$ cat config.mk
export PLATFORM = sky130hd
export DESIGN_NAME = fsbs_top
export DESIGN_NICKNAME = d
export VERILOG_FILES = /design/src/fsbs_pkg.sv /design/src/fsbs_top.sv
export VERILOG_INCLUDE_DIRS = /design/src /design/src/src
export SDC_FILE = /design/constraint.sdc
export NUM_CORES = 1
export LEC_CHECK = 0
export BUFFER_PORTS_ARGS = -buffer_cell sky130_fd_sc_hd__buf_2
export CAP_MARGIN = 20
export CORE_MARGIN = 4
export CORE_UTILIZATION = 41
export DETAILED_ROUTE_END_ITERATION = 8
export GPL_ROUTABILITY_DRIVEN = 1
export HOLD_SLACK_MARGIN = 0.12
export PLACE_DENSITY = 0.76
export SLEW_MARGIN = 20
export SYNTH_ARGS = -nofsm -noshare
export SYNTH_HDL_FRONTEND = slang
export SYNTH_SLANG_ARGS = --single-unit
$ cat constraint.sdc
create_clock -name CORE_CLK -period 1.25 [get_ports CORE_CLK]
set_input_delay 0.0625 -clock CORE_CLK [delete_from_list [all_inputs] [get_ports CORE_CLK]]
set_output_delay 0.0625 -clock CORE_CLK [all_outputs]
set_load 0.05 [all_outputs]
$ cat src/fsbs_consts.svh
`ifndef FSBS_CONSTS_SVH
`define FSBS_CONSTS_SVH

// Register port
`define FSBS_ADDR_W        20
`define FSBS_DATA_W        16

// Register offsets
`define FSBS_OFS_STAT      20'hE0006
`define FSBS_OFS_EV_STS    20'hE0010
`define FSBS_OFS_EV_CLR    20'hE0012
`define FSBS_OFS_EV_EN     20'hE0014

// Status register field positions
`define FSBS_BIT_MIRROR    9
`define FSBS_BIT_BANK0     8
`define FSBS_SECT_MSB      1
`define FSBS_SECT_LSB      0
`define FSBS_RESV_HI_MSB   15
`define FSBS_RESV_HI_LSB   10
`define FSBS_RESV_MID_MSB  7
`define FSBS_RESV_MID_LSB  2

// Reset values, plus the all-sectors value loaded by an erase start
`define FSBS_STAT_RST      16'h0000
`define FSBS_SECT_ALL      2'h3
`define FSBS_SECT_NONE     2'h0
`define FSBS_EV_NONE       3'h0
`define FSBS_RDATA_IDLE    16'h0000

// Event bits of the interrupt status, clear and enable registers
`define FSBS_EV_W          3
`define FSBS_EV_ERASE_OK   0
`define FSBS_EV_WRITE_OK   1
`define FSBS_EV_FAIL       2

`endif

$ cat src/fsbs_pkg.sv
package fsbs_pkg;

    // Bits of the sector-select and status register that hold state
    typedef struct packed {
        logic       bank0;
        logic [1:0] sect;
    } fsbs_stat_t;

    // Status bits qualified by the erase and suspend indications
    typedef struct packed {
        logic       bank0_err;
        logic [1:0] sect_err;
        logic       bank0_susp;
        logic [1:0] sect_susp;
    } fsbs_mean_t;

    typedef struct packed {
        fsbs_stat_t  stat;
        logic [2:0]  ev_sts;
        logic [2:0]  ev_en;
        logic [15:0] rdata;
        logic        irq;
        logic [1:0]  sel;
        fsbs_mean_t  mean;
    } fsbs_state_t;

endpackage : fsbs_pkg

$ cat src/fsbs_top.sv
// Strobed register access was left to the implementer.
`include "fsbs_consts.svh"
`timescale 1ns/10ps
`default_nettype none

module fsbs_top (
    input  wire logic                    CORE_CLK,
    input  wire logic                    RST_N,
    input  wire logic                    CLK_EN,
    input  wire logic [`FSBS_ADDR_W-1:0] REG_ADDR,
    input  wire logic [`FSBS_DATA_W-1:0] REG_WDATA,
    input  wire logic                    REG_WR,
    input  wire logic                    REG_RD,
    output logic      [`FSBS_DATA_W-1:0] REG_RDATA,
    input  wire logic                    ERASE_IND,
    input  wire logic                    SUSPEND_IND,
    input  wire logic                    ERASE_START,
    input  wire logic                    ERASE_END,
    input  wire logic                    WRITE_END,
    input  wire logic                    OP_FAIL,
    output logic      [1:0]              SECT_SELECT,
    output logic                         BANK0_ERASE_ERR,
    output logic      [1:0]              SECT_ERASE_ERR,
    output logic                         BANK0_SUSPENDED,
    output logic      [1:0]              SECT_SUSPENDED,
    output logic                         IRQ
);

    fsbs_pkg::fsbs_state_t s_q;
    fsbs_pkg::fsbs_state_t s_d;

    logic                  wr_stat;
    logic                  wr_clr;
    logic                  wr_en;
    logic [`FSBS_EV_W-1:0] ev_set;

    // Same decode serves the write and the read path
    function automatic logic fsbs_hit(
        input logic [`FSBS_ADDR_W-1:0] addr,
        input logic [`FSBS_ADDR_W-1:0] ofs
    );
        fsbs_hit = (addr == ofs);
    endfunction : fsbs_hit

    // Reserved bits and the mirror are rebuilt on every read, never stored
    function automatic logic [`FSBS_DATA_W-1:0] fsbs_stat_word(
        input fsbs_pkg::fsbs_stat_t st
    );
        logic [`FSBS_DATA_W-1:0] w;
        w = `FSBS_STAT_RST;
        w[`FSBS_BIT_BANK0] = st.bank0;
        w[`FSBS_BIT_MIRROR] = st.bank0;
        w[`FSBS_SECT_MSB:`FSBS_SECT_LSB] = st.sect;
        fsbs_stat_word = w;
    endfunction : fsbs_stat_word

    assign wr_stat = REG_WR && fsbs_hit(REG_ADDR, `FSBS_OFS_STAT);
    assign wr_clr  = REG_WR && fsbs_hit(REG_ADDR, `FSBS_OFS_EV_CLR);
    assign wr_en   = REG_WR && fsbs_hit(REG_ADDR, `FSBS_OFS_EV_EN);

    always_comb begin
        s_d = s_q;

        // Software may only set the select bits; reserved data is dropped
        if (wr_stat) begin
            s_d.stat.bank0 = s_q.stat.bank0 | REG_WDATA[`FSBS_BIT_BANK0];
            s_d.stat.sect  = s_q.stat.sect
                           | REG_WDATA[`FSBS_SECT_MSB:`FSBS_SECT_LSB];
        end

        // Successful completions clear; a failed one leaves the flags as error marks
        if (ERASE_END && !OP_FAIL) begin
            s_d.stat.bank0 = 1'b0;
        end
        if (WRITE_END && !OP_FAIL) begin
            s_d.stat.sect = `FSBS_SECT_NONE;
        end

        // An erase start is applied last so it wins over any clear
        if (ERASE_START) begin
            s_d.stat.bank0 = 1'b1;
            s_d.stat.sect  = `FSBS_SECT_ALL;
        end

        s_d.sel = s_d.stat.sect;

        // Qualifiers come straight from same-clock control logic, no synchroniser
        s_d.mean.bank0_err  = ERASE_IND && s_d.stat.bank0;
        s_d.mean.sect_err   = ERASE_IND ? s_d.stat.sect : `FSBS_SECT_NONE;
        s_d.mean.bank0_susp = !ERASE_IND && SUSPEND_IND && s_d.stat.bank0;
        s_d.mean.sect_susp  = (!ERASE_IND && SUSPEND_IND) ? s_d.stat.sect
                            : `FSBS_SECT_NONE;

        ev_set = `FSBS_EV_NONE;
        ev_set[`FSBS_EV_ERASE_OK] = ERASE_END && !OP_FAIL;
        ev_set[`FSBS_EV_WRITE_OK] = WRITE_END && !OP_FAIL;
        ev_set[`FSBS_EV_FAIL]     = (ERASE_END || WRITE_END) && OP_FAIL;

        // Set wins over a clear in the same cycle so no event is lost
        if (wr_clr) begin
            s_d.ev_sts = s_q.ev_sts & ~REG_WDATA[`FSBS_EV_W-1:0];
        end
        s_d.ev_sts = s_d.ev_sts | ev_set;
        if (wr_en) begin
            s_d.ev_en = REG_WDATA[`FSBS_EV_W-1:0];
        end
        s_d.irq = |(s_d.ev_sts & s_d.ev_en);

        // Read data stands only in the cycle after the strobe
        s_d.rdata = `FSBS_RDATA_IDLE;
        if (REG_RD) begin
            if (fsbs_hit(REG_ADDR, `FSBS_OFS_STAT)) begin
                s_d.rdata = fsbs_stat_word(s_q.stat);
            end else if (fsbs_hit(REG_ADDR, `FSBS_OFS_EV_STS)) begin
                s_d.rdata[`FSBS_EV_W-1:0] = s_q.ev_sts;
            end else if (fsbs_hit(REG_ADDR, `FSBS_OFS_EV_EN)) begin
                s_d.rdata[`FSBS_EV_W-1:0] = s_q.ev_en;
            end
        end
    end

    always_ff @(posedge CORE_CLK or negedge RST_N) begin
        if (!RST_N) begin
            s_q.stat.bank0 <= 1'b0;
            s_q.stat.sect  <= `FSBS_SECT_NONE;
            s_q.ev_sts     <= `FSBS_EV_NONE;
            s_q.ev_en      <= `FSBS_EV_NONE;
            s_q.rdata      <= `FSBS_RDATA_IDLE;
            s_q.irq        <= 1'b0;
            s_q.sel        <= `FSBS_SECT_NONE;
            s_q.mean       <= '0;
        end else if (CLK_EN) begin
            s_q <= s_d;
        end
    end

    assign REG_RDATA       = s_q.rdata;
    assign SECT_SELECT     = s_q.sel;
    assign BANK0_ERASE_ERR = s_q.mean.bank0_err;
    assign SECT_ERASE_ERR  = s_q.mean.sect_err;
    assign BANK0_SUSPENDED = s_q.mean.bank0_susp;
    assign SECT_SUSPENDED  = s_q.mean.sect_susp;
    assign IRQ             = s_q.irq;
endmodule : fsbs_top

`default_nettype wire

==> results.sh <==
export IMPL_outcome="finished, violations left"
export IMPL_failed_checks="setup timing"
export IMPL_overflow=0
export IMPL_synth_top_cells_by_area="dfrtp_1 (37%), buf_4 (12%), inv_1 (3.3%), a21oi_1 (2.9%), nand2b_1 (2.7%)"
export IMPL_grt_pass1_wl_mm=6.023
export IMPL_drive_gt1_share_pct=47.71
export IMPL_critPathMaxStageDelay_ns=0.53
export IMPL_grt_usage_pct=17.76
export IMPL_drv_cap=0
export IMPL_max_vdd_ir_drop_uv=449.4
export IMPL_yosysMostFrequentCell="buf_4"
export IMPL_p_leak_nw=0.9414
export IMPL_syn_cell_area_um2=1366
export IMPL_cts_tree="done"
export IMPL_vias_per_cell=5.344
export IMPL_fmax_ghz=0.6548
export IMPL_clock_latency_ns=0.32
export IMPL_num_vias=1400
export IMPL_slowest_stage="or4_4"
export IMPL_start_util_pct=43.68
export IMPL_synth_seq_cells=20
export IMPL_wl_per_cell_um=16.00
export IMPL_drc=0
export IMPL_yosys_area_share_simple_pct=21.89
export IMPL_antennaDiodeCount=0
export IMPL_setup_ws_ns=-0.2773
export IMPL_yosys_warnings=0
export IMPL_end_kind="register"
export IMPL_synthAdderAreaFrac_pct=0
export IMPL_crit_family="simple AND/OR/NAND/NOR gates"
export IMPL_setup_viol=10
export IMPL_cts_max_level=1
export IMPL_dr_pass1_iters=4
export IMPL_clock_sinks=20
export IMPL_hpwlAfterDp_mm=2.843
export IMPL_seq_area_frac_synth_pct=36.63
export IMPL_antenna_found_initial=0
export IMPL_cp_arrival_ns=1.74
export IMPL_nFillCells=256
export IMPL_cts_buffers_inserted=3
export IMPL_finalHoldViolations=0
export IMPL_cp_num_buf_inv=1
export IMPL_nNetsFinal=266
export IMPL_synthFlopType="dfrtp_1"
export IMPL_ys_types=42
export IMPL_die_x_um=65.73
export IMPL_synth_common_cells="buf_4 (22), dfrtp_1 (20), inv_1 (12)"
export IMPL_die_h_um=65.73
export IMPL_required_ns=1.46
export IMPL_place_inst=249
export IMPL_fp_coreArea_um2=3128
export IMPL_synthMuxAreaShare_pct=4.670
export IMPL_gp_congestion=0.8749
export IMPL_synth_edf_count=0
export IMPL_clk_pin_slew_worst_paths_ns=0.12
export IMPL_finalSetupTns_ns=-1.100
export IMPL_hp_class="in2reg"
export IMPL_dieArea_um2=4320
export IMPL_p_per_area_nw_per_um2=884.7
export IMPL_synth_cells=154
export IMPL_clock_path_buffers=2
export IMPL_path_class="in2reg"
export IMPL_grt_start_max_net_pins=24
export IMPL_clockRootBuffer="clkbuf_4"
export IMPL_path_cells="buf_6, or4_4, or3_4, o21ai_1, a2bb2oi_1, o32a_1"
export IMPL_fin_worst_skew_ns=0.002294
export IMPL_io_buffers=48
export IMPL_grt_pass1_vias=1301
export IMPL_period_share_pct=122.2
export IMPL_synth_xor_area_share_pct=0
export IMPL_yosysTopAreaCellShare_pct=36.63
export IMPL_pre_cts_ws_ns=-0.5948
export IMPL_drtIter0Drc=106
export IMPL_cp_start_kind="input pin"
export IMPL_layout_cells_non_filler=262
export IMPL_maxSlewViolCount=0
export IMPL_ios=72
export IMPL_finalCriticalPeriod_ns=1.527
export IMPL_ant_nets=0
export IMPL_routed_wl_mm=4.193
export IMPL_grt_setup_unrepaired="true"
export IMPL_synth_area_leader_cell="dfrtp_1"
export IMPL_async_reset_ff_share_pct=100.0
export IMPL_synth_top_family_by_area="simple AND/OR/NAND/NOR gates"
export IMPL_syn_to_final_growth_pct=47.71
export IMPL_num_rows=20
export IMPL_syn_area_per_cell_um2=8.872
export IMPL_synth_compound_area_share_pct=19.23
export IMPL_cp_max_fo=3
[per-stage QoR]
step           hold slack [ns]  utilization, %  cell area [µm²]  total power [W]
2_1_floorplan          -0.2331               -             1405         0.001050
3_3_place_gp           0.02876           53.40             1670         0.001161
3_5_place_dp           0.03155           53.40             1670         0.001165
4_1_cts                 0.1260           59.36             1857         0.001730
5_1_grt                 0.1393           64.52             2018         0.001852
6_report                0.1297           64.52             2018         0.001786
[area by class of cell]
| cell class | instances | area (µm²) | share of cell area (%) |
|---|---|---|---|
| tap | 44 | 55.05 | 2.728 |
| sequential | 20 | 500.5 | 24.80 |
| timing repair buffer | 77 | 530.5 | 26.29 |
| inverter | 12 | 45.04 | 2.232 |
| clock buffer | 3 | 22.52 | 1.116 |
| multi-input combinational | 105 | 834.6 | 41.35 |
| clock inverter | 1 | 30.03 | 1.488 |
[flip-flops by register name, indices dropped and copies added (netlist names)]
name             cells
s_q                  7
REG_RDATA            4
SECT_ERASE_ERR       2
SECT_SELECT          2
SECT_SUSPENDED       2
BANK0_ERASE_ERR      1
BANK0_SUSPENDED      1
IRQ                  1
[what timing repair did]
action,CTS,global route
endpoints found under the hold margin,32,0
cloned,0,0
setup endpoints to repair,15,19
resized for setup,13,26
hold buffers,8,0
setup buffers,0,1
pin swaps,5,21
[cell families after synthesis]
kind of cell,count (synthesis)
flops,20
mux,6
buf+inv,39
simple gates,50
compound gates,38
other cells,1
[routing by layer]
metal  share of wire, %  track usage, %
met5                  0               0
met3                5.7           2.906
met4                1.4           4.663
met2                 50           30.16
met1                 43           23.22
[worst paths after layout]
check                        startpoint  slack [ns]        endpoint  cells after the start
max                         REG_ADDR[8]       -0.28             IRQ                      6
min                        REG_WDATA[0]        0.13         s_q[25]                      3
max reg2reg                     s_q[28]        0.07             IRQ                      4
min reg2reg                     s_q[30]        0.54         s_q[30]                      1
max in group asynchronous         RST_N        0.72  SECT_SELECT[0]                      2
min in group asynchronous         RST_N        0.21         s_q[33]                      2
[tightest hold or removal path: cells and delay by family]
family,cells,cell delay [ns]
mux,1,0.14
buf+inv,2,0.21
[layout by cell type (no fill, tap or decap), types with 3 or more instances in the layout]
| cell type | Yosys | final |
|---|---|---|
| mux2i_1 | 3 | 3 |
| dfrtp_1 | 20 | 20 |
| nand4_1 | 4 | 4 |
| a21boi_2 | 0 | 4 |
| a21oi_1 | 8 | 7 |
| inv_1 | 12 | 12 |
| buf_2 | 0 | 44 |
| nand2b_1 | 6 | 6 |
| nor2_1 | 8 | 7 |
| nand2_1 | 7 | 6 |
| dlygate4sd3_1 | 0 | 8 |
| buf_4 | 22 | 16 |
| clkbuf_4 | 0 | 3 |
| buf_6 | 1 | 8 |
| conb_1 | 1 | 11 |
| mux2_2 | 3 | 3 |
[power by group]
part           leakage, nW  internal (W)  switching, W
combinational        0.668      0.000183      0.000347
clock               0.0279      0.000325      0.000223
sequential           0.245      0.000680     0.0000277
No activity file was read; power rests on OpenSTA's default activity.
